$ cat src/adtr_pkg.sv
/*
  Package for the converter control block: register offsets, field positions,
  reset values, the free-running trigger code and the conversion lengths.
  Assumes an 8-bit register port on the system clock.
*/
// Functional notes
// RULE1: Done flag, control A bit 4, sets when result registers are loaded.
// RULE2: Interrupt request only when done flag, irq enable and global enable set.
// RULE3: Done flag clears when the processor takes the matching vector.
// RULE4: Writing one to the done flag clears it; zero leaves it.
// RULE5: Divider select: codes 0,1 divide by 2, doubling up to 128.
// RULE6: Right justified: bits 9:8 in high register, 7:0 in low.
// RULE7: Left justified: bits 9:2 in high register, 1:0 in low bits 7:6.
// RULE8: Low byte read locks result updates until high byte is read.
// RULE9: Justify bit changes the visible layout at once.
// RULE10: Reserved bits 5 and 3 of control B read back as written.
// RULE11: Trigger select acts only while auto-trigger enable is set.
// RULE12: Auto-trigger starts a conversion on each rising edge of selected flag.
// RULE13: Switching selection from clear to set source counts as rising edge.
// RULE14: Selecting free-running never by itself makes a trigger event.
// RULE15: Trigger codes: free, comparator, ext int0, t0 cmpA, t0 ovf, t1 cmpA/ovf/cmpB.
// RULE16: Pin input-disable bits 3:0 force the pin read bits to zero.
// RULE17: Auto-trigger starts conversions on trigger edge instead of software start.
// RULE18: Clearing converter enable stops the converter and aborts the conversion.
// RULE19: First conversion 25 converter clocks, then 13; start bit reads one meanwhile.
// RULE20: Analog core is a start/result/done handshake on the converter clock.
package adtr_pkg;
  localparam logic [2:0] ADTR_OFS_DIDR   = 3'h1;
  localparam logic [2:0] ADTR_OFS_CTRL_B = 3'h3;
  localparam logic [2:0] ADTR_OFS_RES_L  = 3'h4;
  localparam logic [2:0] ADTR_OFS_RES_H  = 3'h5;
  localparam logic [2:0] ADTR_OFS_CTRL_A = 3'h6;
  localparam logic [7:0] ADTR_RST_REG    = 8'h00;
  // Control A fields
  localparam int ADTR_A_EN    = 7;
  localparam int ADTR_A_START = 6;
  localparam int ADTR_A_AUTO  = 5;
  localparam int ADTR_A_DONE  = 4;
  localparam int ADTR_A_IE    = 3;
  // Control B fields
  localparam int ADTR_B_RSV5  = 5;
  localparam int ADTR_B_LEFT  = 4;
  localparam int ADTR_B_RSV3  = 3;
  localparam logic [7:0] ADTR_B_WMASK = 8'h7f;
  localparam logic [7:0] ADTR_DIDR_WMASK = 8'h3f;
  // Conversion lengths in converter clocks
  localparam logic [4:0] ADTR_FIRST_CYC = 5'h19;
  localparam logic [4:0] ADTR_NORM_CYC  = 5'h0d;
  localparam logic [2:0] ADTR_TRIG_FREE = 3'h0;
  typedef enum logic [1:0] {ADTR_IDLE, ADTR_CONV} adtr_state_t;
endpackage : adtr_pkg

$ cat src/adtr_core.sv
/*
  Converter control: registers, prescaler, auto-trigger, conversion sequencer
  and justified result registers.
  Assumes a processor register port on mclk_i; trigger flags come from logic
  on the same clock; the analog core answers on the converter clock tick.
*/
// Our own choice: the address-and-strobe port.
`timescale 1ns/1ps
module adtr_core
  import adtr_pkg::*;
(
  input  wire logic       mclk_i,
  input  wire logic       rst_i,
  input  wire logic [2:0] addr_i,
  input  wire logic [7:0] wdata_i,
  input  wire logic       wr_i,
  input  wire logic       rd_i,
  output logic      [7:0] rdata_o,
  input  wire logic       global_irq_en_i,
  input  wire logic       vector_ack_i,
  input  wire logic [6:0] trig_flags_i,
  output logic            irq_o,
  output logic            conv_tick_o,
  output logic            core_start_o,
  input  wire logic [9:0] core_result_i,
  input  wire logic       core_done_i,
  input  wire logic [3:0] pin_level_i,
  output logic      [3:0] pin_read_o,
  output logic      [3:0] pin_input_off_o
);
  logic [7:0]  ctrl_b, next_ctrl_b, didr, next_didr;
  logic        en, next_en, auto_en, next_auto_en, done, next_done, ie, next_ie;
  logic [2:0]  psel, next_psel;
  logic [6:0]  pdiv, next_pdiv;
  logic        busy, next_busy, first, next_first, locked, next_locked;
  logic [4:0]  cyc, next_cyc;
  logic [9:0]  result, next_result;
  logic        trig_prev, next_trig_prev, started, next_started;
  logic [2:0]  sel_prev, next_sel_prev;
  logic [3:0]  pin_s1, pin_s2;
  adtr_state_t state, next_state;
  logic        trig_sig, trig_edge, tick, sw_start, start_req, finish;
  logic [6:0]  div_mask;
  logic [7:0]  res_l, res_h, next_rdata;

  // Divide by 2 for codes 0 and 1, doubling after [RULE5]
  always_comb begin
    div_mask = 7'h00;
    for (int i = 0; i < 7; i++) begin
      if (i < int'(psel)) begin
        div_mask[i] = 1'b1;
      end
    end
    div_mask[0] = 1'b1;
  end
  assign tick = en && ((pdiv & div_mask) == div_mask); // [RULE5]

  // Code 0 stands on the done flag so free running retriggers, but
  // switching to it is masked below [RULE15]
  always_comb begin
    unique case (ctrl_b[2:0])
      3'h0: trig_sig = done;
      3'h1: trig_sig = trig_flags_i[0];
      3'h2: trig_sig = trig_flags_i[1];
      3'h3: trig_sig = trig_flags_i[2];
      3'h4: trig_sig = trig_flags_i[3];
      3'h5: trig_sig = trig_flags_i[4];
      3'h6: trig_sig = trig_flags_i[5];
      3'h7: trig_sig = trig_flags_i[6];
    endcase
  end
  // Edge only if selection unchanged or moving to a real source [RULE13] [RULE14]
  assign trig_edge = auto_en && trig_sig && !trig_prev &&
                     !(ctrl_b[2:0] == ADTR_TRIG_FREE && sel_prev != ADTR_TRIG_FREE); // [RULE11] [RULE12]

  assign sw_start  = wr_i && addr_i == ADTR_OFS_CTRL_A && wdata_i[ADTR_A_START];
  assign start_req = (sw_start || trig_edge) && (next_en); // [RULE17]
  assign finish    = state == ADTR_CONV && busy && cyc == 5'h00 && tick && core_done_i;

  always_comb begin
    next_ctrl_b = ctrl_b;
    next_didr   = didr;
    next_en     = en;
    next_auto_en = auto_en;
    next_ie     = ie;
    next_psel   = psel;
    next_done   = done;
    if (wr_i && addr_i == ADTR_OFS_CTRL_B) begin
      next_ctrl_b = wdata_i & ADTR_B_WMASK; // [RULE10] [RULE9]
    end
    if (wr_i && addr_i == ADTR_OFS_DIDR) begin
      next_didr = wdata_i & ADTR_DIDR_WMASK;
    end
    if (wr_i && addr_i == ADTR_OFS_CTRL_A) begin
      next_en      = wdata_i[ADTR_A_EN];
      next_auto_en = wdata_i[ADTR_A_AUTO];
      next_ie      = wdata_i[ADTR_A_IE];
      next_psel    = wdata_i[2:0];
      if (wdata_i[ADTR_A_DONE]) begin
        next_done = 1'b0; // [RULE4]
      end
    end
    if (vector_ack_i) begin
      next_done = 1'b0; // [RULE3]
    end
    if (finish) begin
      next_done = 1'b1; // Set wins over clear [RULE1]
    end
  end

  // Sequencer
  always_comb begin
    next_state   = state;
    next_busy    = busy;
    next_first   = first;
    next_cyc     = cyc;
    next_started = started;
    next_pdiv    = en ? pdiv + 7'h01 : 7'h00;
    next_trig_prev = trig_sig;
    next_sel_prev  = ctrl_b[2:0]; // [RULE14]
    if (!en && next_en) begin
      next_first = 1'b1;
    end
    unique case (state)
      ADTR_IDLE: begin
        if (start_req) begin
          next_state   = ADTR_CONV;
          next_busy    = 1'b1; // [RULE19]
          next_cyc     = (first || (!en && next_en)) ? ADTR_FIRST_CYC - 5'h01 : ADTR_NORM_CYC - 5'h01;
          next_started = 1'b0;
        end
      end
      ADTR_CONV: begin
        if (tick) begin
          next_started = 1'b1; // [RULE20]
          if (cyc != 5'h00) begin
            next_cyc = cyc - 5'h01;
          end else if (core_done_i) begin
            next_state = ADTR_IDLE;
            next_busy  = 1'b0;
            next_first = 1'b0;
          end
        end
      end
    endcase
    if (!next_en) begin
      next_state = ADTR_IDLE; // Abort [RULE18]
      next_busy  = 1'b0;
    end
  end

  // Result capture blocked while high byte read is pending [RULE8]
  always_comb begin
    next_result = result;
    next_locked = locked;
    if (finish && !locked) begin
      next_result = core_result_i; // [RULE1]
    end
    if (rd_i && addr_i == ADTR_OFS_RES_L) begin
      next_locked = 1'b1; // [RULE8]
    end
    if (rd_i && addr_i == ADTR_OFS_RES_H) begin
      next_locked = 1'b0; // [RULE8]
    end
  end

  // Layout follows the live justify bit [RULE9]
  always_comb begin
    if (ctrl_b[ADTR_B_LEFT]) begin
      res_h = result[9:2]; // [RULE7]
      res_l = {result[1:0], 6'h00}; // [RULE7]
    end else begin
      res_h = {6'h00, result[9:8]}; // [RULE6]
      res_l = result[7:0]; // [RULE6]
    end
  end

  always_comb begin
    next_rdata = 8'h00;
    if (rd_i) begin
      unique case (addr_i)
        ADTR_OFS_DIDR:   next_rdata = didr;
        ADTR_OFS_CTRL_B: next_rdata = ctrl_b; // [RULE10]
        ADTR_OFS_RES_L:  next_rdata = res_l;
        ADTR_OFS_RES_H:  next_rdata = res_h;
        ADTR_OFS_CTRL_A: next_rdata = {en, busy, auto_en, done, ie, psel}; // [RULE19]
        default:         next_rdata = 8'h00;
      endcase
    end
  end

  always_ff @(posedge mclk_i) begin
    if (rst_i) begin
      ctrl_b    <= ADTR_RST_REG;
      didr      <= ADTR_RST_REG;
      en        <= 1'b0;
      auto_en   <= 1'b0;
      ie        <= 1'b0;
      psel      <= 3'h0;
      done      <= 1'b0;
      pdiv      <= 7'h00;
      state     <= ADTR_IDLE;
      busy      <= 1'b0;
      first     <= 1'b1;
      cyc       <= 5'h00;
      started   <= 1'b0;
      result    <= 10'h000;
      locked    <= 1'b0;
      trig_prev <= 1'b0;
      sel_prev  <= 3'h0;
      rdata_o   <= 8'h00;
      pin_s1    <= 4'h0;
      pin_s2    <= 4'h0;
      pin_read_o <= 4'h0;
    end else begin
      ctrl_b    <= next_ctrl_b;
      didr      <= next_didr;
      en        <= next_en;
      auto_en   <= next_auto_en;
      ie        <= next_ie;
      psel      <= next_psel;
      done      <= next_done;
      pdiv      <= next_pdiv;
      state     <= next_state;
      busy      <= next_busy;
      first     <= next_first;
      cyc       <= next_cyc;
      started   <= next_started;
      result    <= next_result;
      locked    <= next_locked;
      trig_prev <= next_trig_prev;
      sel_prev  <= next_sel_prev;
      rdata_o   <= next_rdata;
      pin_s1    <= pin_level_i;
      pin_s2    <= pin_s1;
      pin_read_o <= pin_s2 & ~didr[3:0]; // [RULE16]
    end
  end

  assign irq_o           = done && ie && global_irq_en_i; // [RULE2]
  assign conv_tick_o     = tick;
  assign core_start_o    = state == ADTR_CONV && tick && !started; // [RULE20]
  assign pin_input_off_o = didr[3:0]; // [RULE16]

  AST_IRQ_GATE: assert property (@(posedge mclk_i) disable iff (rst_i)
    irq_o |-> done && ie && global_irq_en_i) else $error("irq without cause"); // [RULE2]
  AST_DONE_SET: assert property (@(posedge mclk_i) disable iff (rst_i)
    finish |=> done) else $error("done not set"); // [RULE1]
  AST_ACK_CLR: assert property (@(posedge mclk_i) disable iff (rst_i)
    vector_ack_i && !finish |=> !done) else $error("ack left done"); // [RULE3]
  AST_W1C: assert property (@(posedge mclk_i) disable iff (rst_i)
    wr_i && addr_i == ADTR_OFS_CTRL_A && !wdata_i[ADTR_A_DONE] && !vector_ack_i && done
    |=> done) else $error("zero write cleared done"); // [RULE4]
  AST_ABORT: assert property (@(posedge mclk_i) disable iff (rst_i)
    !en |-> !busy) else $error("busy while off"); // [RULE18]
  AST_LOCK: assert property (@(posedge mclk_i) disable iff (rst_i)
    locked && !(rd_i && addr_i == ADTR_OFS_RES_H) |=> $stable(result))
    else $error("result changed while locked"); // [RULE8]
  AST_NO_AUTO: assert property (@(posedge mclk_i) disable iff (rst_i)
    !auto_en |-> !trig_edge) else $error("trigger without auto"); // [RULE11]
  AST_PIN_OFF: assert property (@(posedge mclk_i) disable iff (rst_i)
    |(pin_read_o & didr[3:0]) |-> $changed(didr)) else $error("disabled pin reads one"); // [RULE16]
  AST_RIGHT: assert property (@(posedge mclk_i) disable iff (rst_i)
    !ctrl_b[ADTR_B_LEFT] |-> res_h[7:2] == 6'h00) else $error("high bits set"); // [RULE6]

  // Flag holds unless ack or a one written to it
  AST_DONE_HOLD: assert property (@(posedge mclk_i) disable iff (rst_i) // [RULE1]
    done && !vector_ack_i && !(wr_i && addr_i == ADTR_OFS_CTRL_A && wdata_i[ADTR_A_DONE]) |=> done)
    else $error("done dropped by itself");

  AST_W1C_CLR: assert property (@(posedge mclk_i) disable iff (rst_i) // [RULE4]
    wr_i && addr_i == ADTR_OFS_CTRL_A && wdata_i[ADTR_A_DONE] && !finish |=> !done)
    else $error("one write left done");

  AST_IRQ_ON: assert property (@(posedge mclk_i) disable iff (rst_i) // [RULE2]
    done && ie && global_irq_en_i |-> irq_o)
    else $error("irq missing");

  AST_LEFT_H: assert property (@(posedge mclk_i) disable iff (rst_i) // [RULE7]
    ctrl_b[ADTR_B_LEFT] |-> res_h == result[9:2])
    else $error("left high layout wrong");

  AST_LEFT_L: assert property (@(posedge mclk_i) disable iff (rst_i) // [RULE7]
    ctrl_b[ADTR_B_LEFT] |-> res_l[5:0] == 6'h00 && res_l[7:6] == result[1:0])
    else $error("left low layout wrong");

  AST_RIGHT_L: assert property (@(posedge mclk_i) disable iff (rst_i) // [RULE6]
    !ctrl_b[ADTR_B_LEFT] |-> res_l == result[7:0] && res_h[1:0] == result[9:8])
    else $error("right layout wrong");

  AST_RSV_KEEP: assert property (@(posedge mclk_i) disable iff (rst_i) // [RULE10]
    wr_i && addr_i == ADTR_OFS_CTRL_B |=> ctrl_b[ADTR_B_RSV5] == $past(wdata_i[ADTR_B_RSV5]) &&
    ctrl_b[ADTR_B_RSV3] == $past(wdata_i[ADTR_B_RSV3]))
    else $error("reserved bit lost");

  // Switching into free running must not look like an edge
  AST_FREE_SWITCH: assert property (@(posedge mclk_i) disable iff (rst_i) // [RULE14]
    ctrl_b[2:0] == ADTR_TRIG_FREE && sel_prev != ADTR_TRIG_FREE |-> !trig_edge)
    else $error("switch to free running triggered");

  AST_EDGE_START: assert property (@(posedge mclk_i) disable iff (rst_i) // [RULE17]
    trig_edge && state == ADTR_IDLE && next_en |=> busy)
    else $error("edge did not start");

  AST_SW_START: assert property (@(posedge mclk_i) disable iff (rst_i) // [RULE19]
    sw_start && state == ADTR_IDLE && next_en |=> busy)
    else $error("start write ignored");

  AST_BUSY_CONV: assert property (@(posedge mclk_i) disable iff (rst_i) // [RULE19]
    busy |-> state == ADTR_CONV)
    else $error("busy outside conversion");

  AST_FIRST_LEN: assert property (@(posedge mclk_i) disable iff (rst_i) // [RULE19]
    state == ADTR_IDLE && start_req && first |=> cyc == ADTR_FIRST_CYC - 5'h01)
    else $error("first conversion length wrong");

  AST_TICK_EN: assert property (@(posedge mclk_i) disable iff (rst_i) // [RULE5]
    conv_tick_o |-> en)
    else $error("tick while off");

  // Codes 0 and 1 never tick on two edges in a row
  AST_DIV2: assert property (@(posedge mclk_i) disable iff (rst_i) // [RULE5]
    tick && psel <= 3'h1 |=> !tick)
    else $error("divide by two broken");

  AST_START_BUSY: assert property (@(posedge mclk_i) disable iff (rst_i) // [RULE20]
    core_start_o |-> busy && en)
    else $error("core start while idle");

  AST_OFF_NO_START: assert property (@(posedge mclk_i) disable iff (rst_i) // [RULE18]
    $fell(en) |-> !busy)
    else $error("conversion survived disable");

  AST_AUTO_OFF: assert property (@(posedge mclk_i) disable iff (rst_i) // [RULE11]
    !auto_en && !sw_start |-> !start_req)
    else $error("start without auto or write");

  AST_LOCK_SET: assert property (@(posedge mclk_i) disable iff (rst_i) // [RULE8]
    rd_i && addr_i == ADTR_OFS_RES_L |=> locked)
    else $error("low read did not lock");

  AST_LOCK_CLR: assert property (@(posedge mclk_i) disable iff (rst_i) // [RULE8]
    rd_i && addr_i == ADTR_OFS_RES_H |=> !locked)
    else $error("high read did not unlock");

  // Read data stands one cycle only
  AST_RDATA_IDLE: assert property (@(posedge mclk_i) disable iff (rst_i) // [RULE10]
    !rd_i |=> rdata_o == 8'h00)
    else $error("read data without read");

  AST_PIN_ZERO: assert property (@(posedge mclk_i) disable iff (rst_i) // [RULE16]
    $stable(didr) |-> (pin_read_o & didr[3:0]) == 4'h0)
    else $error("disabled pin reads one");

  AST_OFF_OUT: assert property (@(posedge mclk_i) disable iff (rst_i) // [RULE16]
    pin_input_off_o == didr[3:0])
    else $error("input disable output wrong");

  COV_CONV: cover property (@(posedge mclk_i) disable iff (rst_i) finish);
  COV_AUTO: cover property (@(posedge mclk_i) disable iff (rst_i) trig_edge && state == ADTR_IDLE);
  COV_LOCK: cover property (@(posedge mclk_i) disable iff (rst_i) locked && finish);
  COV_IRQ:  cover property (@(posedge mclk_i) disable iff (rst_i) irq_o ##1 vector_ack_i);
  COV_FREE: cover property (@(posedge mclk_i) disable iff (rst_i) trig_edge && ctrl_b[2:0] == ADTR_TRIG_FREE);
endmodule : adtr_core

$ cat config.mk
export PLATFORM = sky130hd
export DESIGN_NAME = adtr_core
export DESIGN_NICKNAME = d
export VERILOG_FILES = /design/src/adtr_pkg.sv /design/src/adtr_core.sv
export SDC_FILE = /design/constraint.sdc
export NUM_CORES = 1
export LEC_CHECK = 0
export ABC_AREA = 1
export BUFFER_PORTS_ARGS = -buffer_cell sky130_fd_sc_hd__clkbuf_2
export CORE_ASPECT_RATIO = 1.5
export CORE_MARGIN = 2
export CORE_UTILIZATION = 54
export DETAILED_ROUTE_END_ITERATION = 10
export GPL_ROUTABILITY_DRIVEN = 0
export PLACE_DENSITY = 0.8
export SLEW_MARGIN = 20
export SYNTH_ARGS = -nofsm -noshare
export SYNTH_HDL_FRONTEND = slang
export SYNTH_SLANG_ARGS = --single-unit
$ cat constraint.sdc
create_clock -name mclk_i -period 1.6 [get_ports mclk_i]
set_input_delay 0.32 -clock mclk_i [delete_from_list [all_inputs] [get_ports mclk_i]]
set_output_delay 0.32 -clock mclk_i [all_outputs]
set_load 0.05 [all_outputs]
======== Yosys cells after proc, flatten, opt, wreduce, memory -nomap -nowiden ========
Index checks and enable logic that the tools add are counted.
storage, ports and cells
  input port bits ......................... 39
  bits in registers ....................... 72
  output and inout port bits .............. 19
  word-level logic and storage cells ...... 136
cells by class
  reductions and logical operators ........ 44
  equality and inequality tests ........... 19
  magnitude comparators ................... 6
  add/subtract/negate cells ............... 2
  bitwise gates (word level) .............. 6
  muxes and demuxes ....................... 38
operators with widths
  operator                                                                      number
  8-bit case mux with 5 select lines                                            1
  1-bit logical AND                                                             22
  1-bit 2-to-1 mux                                                              22
  3-bit equality test (second input constant)                                   7
  5-bit 2-to-1 mux                                                              4
  8-bit 2-to-1 mux                                                              2
  2-bit != test (second input constant)                                         5
  5-bit case mux with 2 select lines                                            1
  3-bit by 2-bit equality test with 1-bit output (second input constant)        3
  3-bit less-than comparator (first input constant)                             3
  3-bit nonzero test                                                            3
  2-bit 2-to-1 mux                                                              4
  1-bit case mux with 8 select lines                                            1
  2-bit OR reduction                                                            4
  7-bit by 1-bit adder with 7-bit output (second input constant)                1
  7-bit AND                                                                     1
  7-bit equality test                                                           1
  3-bit by 1-bit equality test with 1-bit output (second input constant)        2
  2-bit by 3-bit less-than comparator with 1-bit output (first input constant)  2
  1-bit zero test                                                               5
  5-bit zero test                                                               1
  5-bit nonzero test                                                            1
  5-bit by 1-bit subtractor with 5-bit output (second input constant)           1
  4-bit AND                                                                     1
  12 further kinds                                                              17

======== Logic depth before layout (Yosys ltp) ========
  depth in word-level cells ............... 9
  gate-level depth with buffers ........... 13
  mapped depth without buffers ............ 13

======== Worst setup path before layout ========
No wires, ideal clock.
  path type ............................... register to output
  start ................................... register pdiv[4]
  end ..................................... output core_start_o
  slack ................................... -0.226 ns
  data required time ...................... 1.280 ns
  buffers on the path ..................... 0
  data arrival time ....................... 1.506 ns
  stages on the path, launching flop included .. 9
  path through ............................ dfxtp_1 -> nand2_1 -> nand2_1 -> nand4_1 -> nand2_1 -> nand2_1 -> nor2_1 -> inv_1 -> nor2_1
between the ends
  longest elaborated chain between the ends .. 5
RTL lines
  item                             line              source
  from (decl)                      adtr_core.sv:34   logic [6:0] pdiv, next_pdiv;
  from (signal assigned)           adtr_core.sv:223  pdiv <= next_pdiv;
  7-bit AND                        adtr_core.sv:56   assign tick = en && ((pdiv & div_mask) == div_mask);
  7-bit equality test              adtr_core.sv:56
  1-bit logical AND                adtr_core.sv:56
  1-bit logical AND (2 in series)  adtr_core.sv:242  assign core_start_o = state == ADTR_CONV && tick && !started;
  to (decl)                        adtr_core.sv:24   output logic core_start_o,
No other way between the ends.

======== Worst setup path in the final report ========
  start ................................... register psel[1]
  end ..................................... output core_start_o
between the ends
  longest elaborated chain between the ends .. 7
  elaborated cells between the ends (all ways) .. 17
  classes of those cells .................. order compare (6); eq/ne (1); mux (6); bitwise (1); reduce/logical (3)
RTL lines
  item                                                                                 line              source
  from (decl)                                                                          adtr_core.sv:33   logic [2:0] psel, next_psel;
  from (signal assigned)                                                               adtr_core.sv:221  psel <= next_psel;
  1-bit by 3-bit less-than comparator with 1-bit output, or another cell as far along  adtr_core.sv:50   if (i < int'(psel)) begin
  1-bit 2-to-1 mux                                                                     adtr_core.sv:50
  7-bit AND                                                                            adtr_core.sv:56
  7-bit equality test *                                                                adtr_core.sv:56
  1-bit logical AND *                                                                  adtr_core.sv:56
  1-bit logical AND * (2 in series)                                                    adtr_core.sv:242
Mark *: on every way between the ends. The rest lies on a longest branch, timed or not.

==> flow_metrics.tcl <==
set metrics [dict create \
    htreeDepth 3 \
    overflow 0 \
    cp_max_fo 3 \
    drv_slew 0 \
    period_needed_ns 1.87 \
    arrival_ns 1.55 \
    final_common_cell "nor2_1" \
    hold_viol_final 0 \
    start_util_pct 55.1 \
    worstPathRequired_ns 1.28 \
    placed_cell_area_um2 3420 \
    first_iter_violations 204 \
    skew_ns 0.00732 \
    place_ws_ns -0.0340 \
    synthCells 398 \
    die_w_um 64.4 \
    cp-end-kind "output pin" \
    cts.sinks 70 \
    syn_avg_cell_area_um2 7.43 \
    vdd_ir_drop_max_uv 798 \
    synth.top_cells.by_area "dfxtp_1 47%, nor2_1 8.1%, inv_1 7.0%, nand2_1 6.2%, o21ai_0 6.1%" \
    multiInputGateArea_um2 1380 \
    ys_ff_latch 70 \
    timing.fmax_mhz 536 \
    path_class "flip-flop to output pin" \
    grt_pass1_wl_um 12200 \
    portBuffers 57 \
    drive_gt1_share_pct 31.9 \
    grt_max_degree 33 \
    clock_tree.root_cell "clkbuf_8" \
    grt_pass1_vias 2863 \
    post_drt_wl_per_cell_um 13.6 \
    synth_warnings 0 \
    avgViaCountPerCell 5.39 \
    firstDrtPassIters 7 \
    rows 33 \
    crit_chain "inv_2 > o21ai_2 > nand2_1 > nand4_1 > nand2_2 > nand2_2 > nor2_2 > inv_2 > nor2_4 > buf_8" \
    ioPinCount 58 \
    coreArea_um2 5370 \
    synth-seq-area-share_pct 47.4 \
    fin_crit_sh_pct 117 \
    status "finished with violations" \
    synth-main-ff-cell "dfxtp_1" \
    synth_edf_count 0 \
    die_y_um 94.6 \
    clock_latency_ns 0.34 \
    fin_nets 523 \
    clk_pin_slew_ns 0.07 \
    syn-num-nets 440 \
    setup_viol 2 \
    rsz0062_at_grt "yes" \
    cpMaxStageDelayCell "dfxtp_2" \
    max_cap_viol_count 0 \
    vias 2999 \
    final_design_area_no_fill_um2 3880 \
    synthArstFlopShare_pct 0 \
    power_w 0.00365 \
    cp_slowest_stage_delay_ns 0.34 \
    power.density_nw_per_um2 942 \
    antenna_found_initial 0 \
    yosysTopAreaCell "dfxtp_1" \
    fin_ws_ns -0.266 \
    cts_tree "yes" \
    dp.cells 531 \
    syn_to_final_growth_pct 31.1 \
    clockBufferDepth 2 \
    tightest_slew_ns 0.676 \
    dp_hpwl_um 5450 \
    slew_headroom_pct 54.9 \
    synth.top_cell.area_share_pct 47.4 \
    fill_cells 458 \
    crit_family "simple AND/OR/NAND/NOR gates" \
    track_usage_pct 25.7 \
    hold_class "input pin to flip-flop" \
    ff_latch_area_um2 1420 \
    fin_cells 556 \
    path_buf_inv 3 \
    wirelength_um 7580 \
    syn_area_um2 2960 \
    layout_common_cells "62 x nor2_1, 60 x dfxtp_1, 55 x clkbuf_2" \
    violations "setup timing" \
    diodes 0 \
    crit_path_start_kind "flip-flop" \
    cts_buffers 9 \
    cellLeakagePower_nw 1.71 \
    drc 0 \
    yosys.cell_types.count 34 \
    final_antenna_net_count 0 \
    die-area_um2 6100 \
]
cell families (layout without fill, tap and decap cells):
| logic type | Yosys count | after routing | share of synthesized area [%] |
|---|---|---|---|
| buf+inv | 72 | 159 | 9.78 |
| flops | 70 | 70 | 47.4 |
| compound gates | 89 | 89 | 17.0 |
| xor+xnor | 2 | 2 | 0.593 |
| fa+ha+maj | 3 | 3 | 1.27 |
| simple gates | 162 | 163 | 24.0 |
report_power, final:
part | leakage (nW) | switching (W) | internal [W]
Clock | 0.113 | 0.000662 | 0.000924
Sequential | 0.573 | 0.0000248 | 0.00178
Combinational | 1.03 | 0.000165 | 0.0000981
worst paths after layout:
check	startpoint	end	slack [ns]	cells past startpoint
hold reg to reg	pin_s1[3]	pin_s2[3]	0.41	2
setup / recovery	psel[1]	core_start_o	-0.27	10
setup reg to reg	ctrl_b[0]	cyc[3]	0.08	12
hold / removal	pin_level_i[1]	pin_s1[1]	0.16	3
tightest hold or removal path, delay by kind of cell:
kind | cells | cell delay, ns
buffers and inverters | 2 | 0.12
AND/OR/NAND/NOR | 1 | 0.03
routing by layer:
| layer | vias to the layer above | global-route usage [%] | share of wire, % |
|---|---|---|---|
| li1 | 1479 | - | - |
| met1 | 1387 | 28.6 | 38 |
| met2 | 111 | 46.5 | 53 |
| met3 | 22 | 5.13 | 5.9 |
| met4 | 0 | 11.7 | 2.7 |
| met5 | - | 0 | 0 |
sequential cells by signal (all words and copies together) (netlist names):
signal / flops
locked: 1
rdata_o: 8
pdiv: 7
auto_en: 1
psel: 3
en: 1
result: 10
ie: 1
trig_prev: 1
sel_prev: 3
pin_s1: 4
first: 1
pin_s2: 4
ctrl_b: 7
started: 1
busy: 1
didr: 6
pin_read_o: 4
cyc: 5
done: 1
cells in the mapped netlist, drive strengths merged (2+ instances only):
master  instances
inv            56
nor3           13
clkbuf          9
dfxtp          70
nand2          52
a31oi           3
nor2           68
nand3          22
nand4           5
ha              3
or2             2
a21oi          30
o22ai           4
o21ai          39
buf             7
a221oi          4
a311oi          2
stage by stage:
| step | utilization [%] | TNS [ns] | hold WS [ns] |
|---|---|---|---|
| 6_report | 72.2 | -0.529 | 0.159 |
| 2_1_floorplan | - | 0 | 0.388 |
| 4_1_cts | 69.9 | -0.544 | 0.151 |
| 3_3_place_gp | 63.7 | 0 | 0.388 |
| 5_1_grt | 72.2 | -0.977 | 0.165 |
| 3_5_place_dp | 63.7 | -0.0389 | 0.399 |
layout make-up:
| class | instances | area share (%) |
|---|---|---|
| flip-flops and latches | 70 | 36.5 |
| multi-input cells | 257 | 35.6 |
| repair buffers | 87 | 14.3 |
| inverters | 56 | 5.55 |
| clock buffers | 11 | 3.65 |
| well taps | 70 | 2.26 |
| clock inverters | 5 | 2.13 |
what timing repair did:
item | CTS | global route
buffers inserted | 6 | 3
gates cloned | 2 | 0
endpoints found under the setup margin | 6 | 20
pin swaps | 6 | 19
gates resized for setup | 31 | 41
hold buffers | 0 | 0
Note: power is estimated with default switching activity, not from simulation.
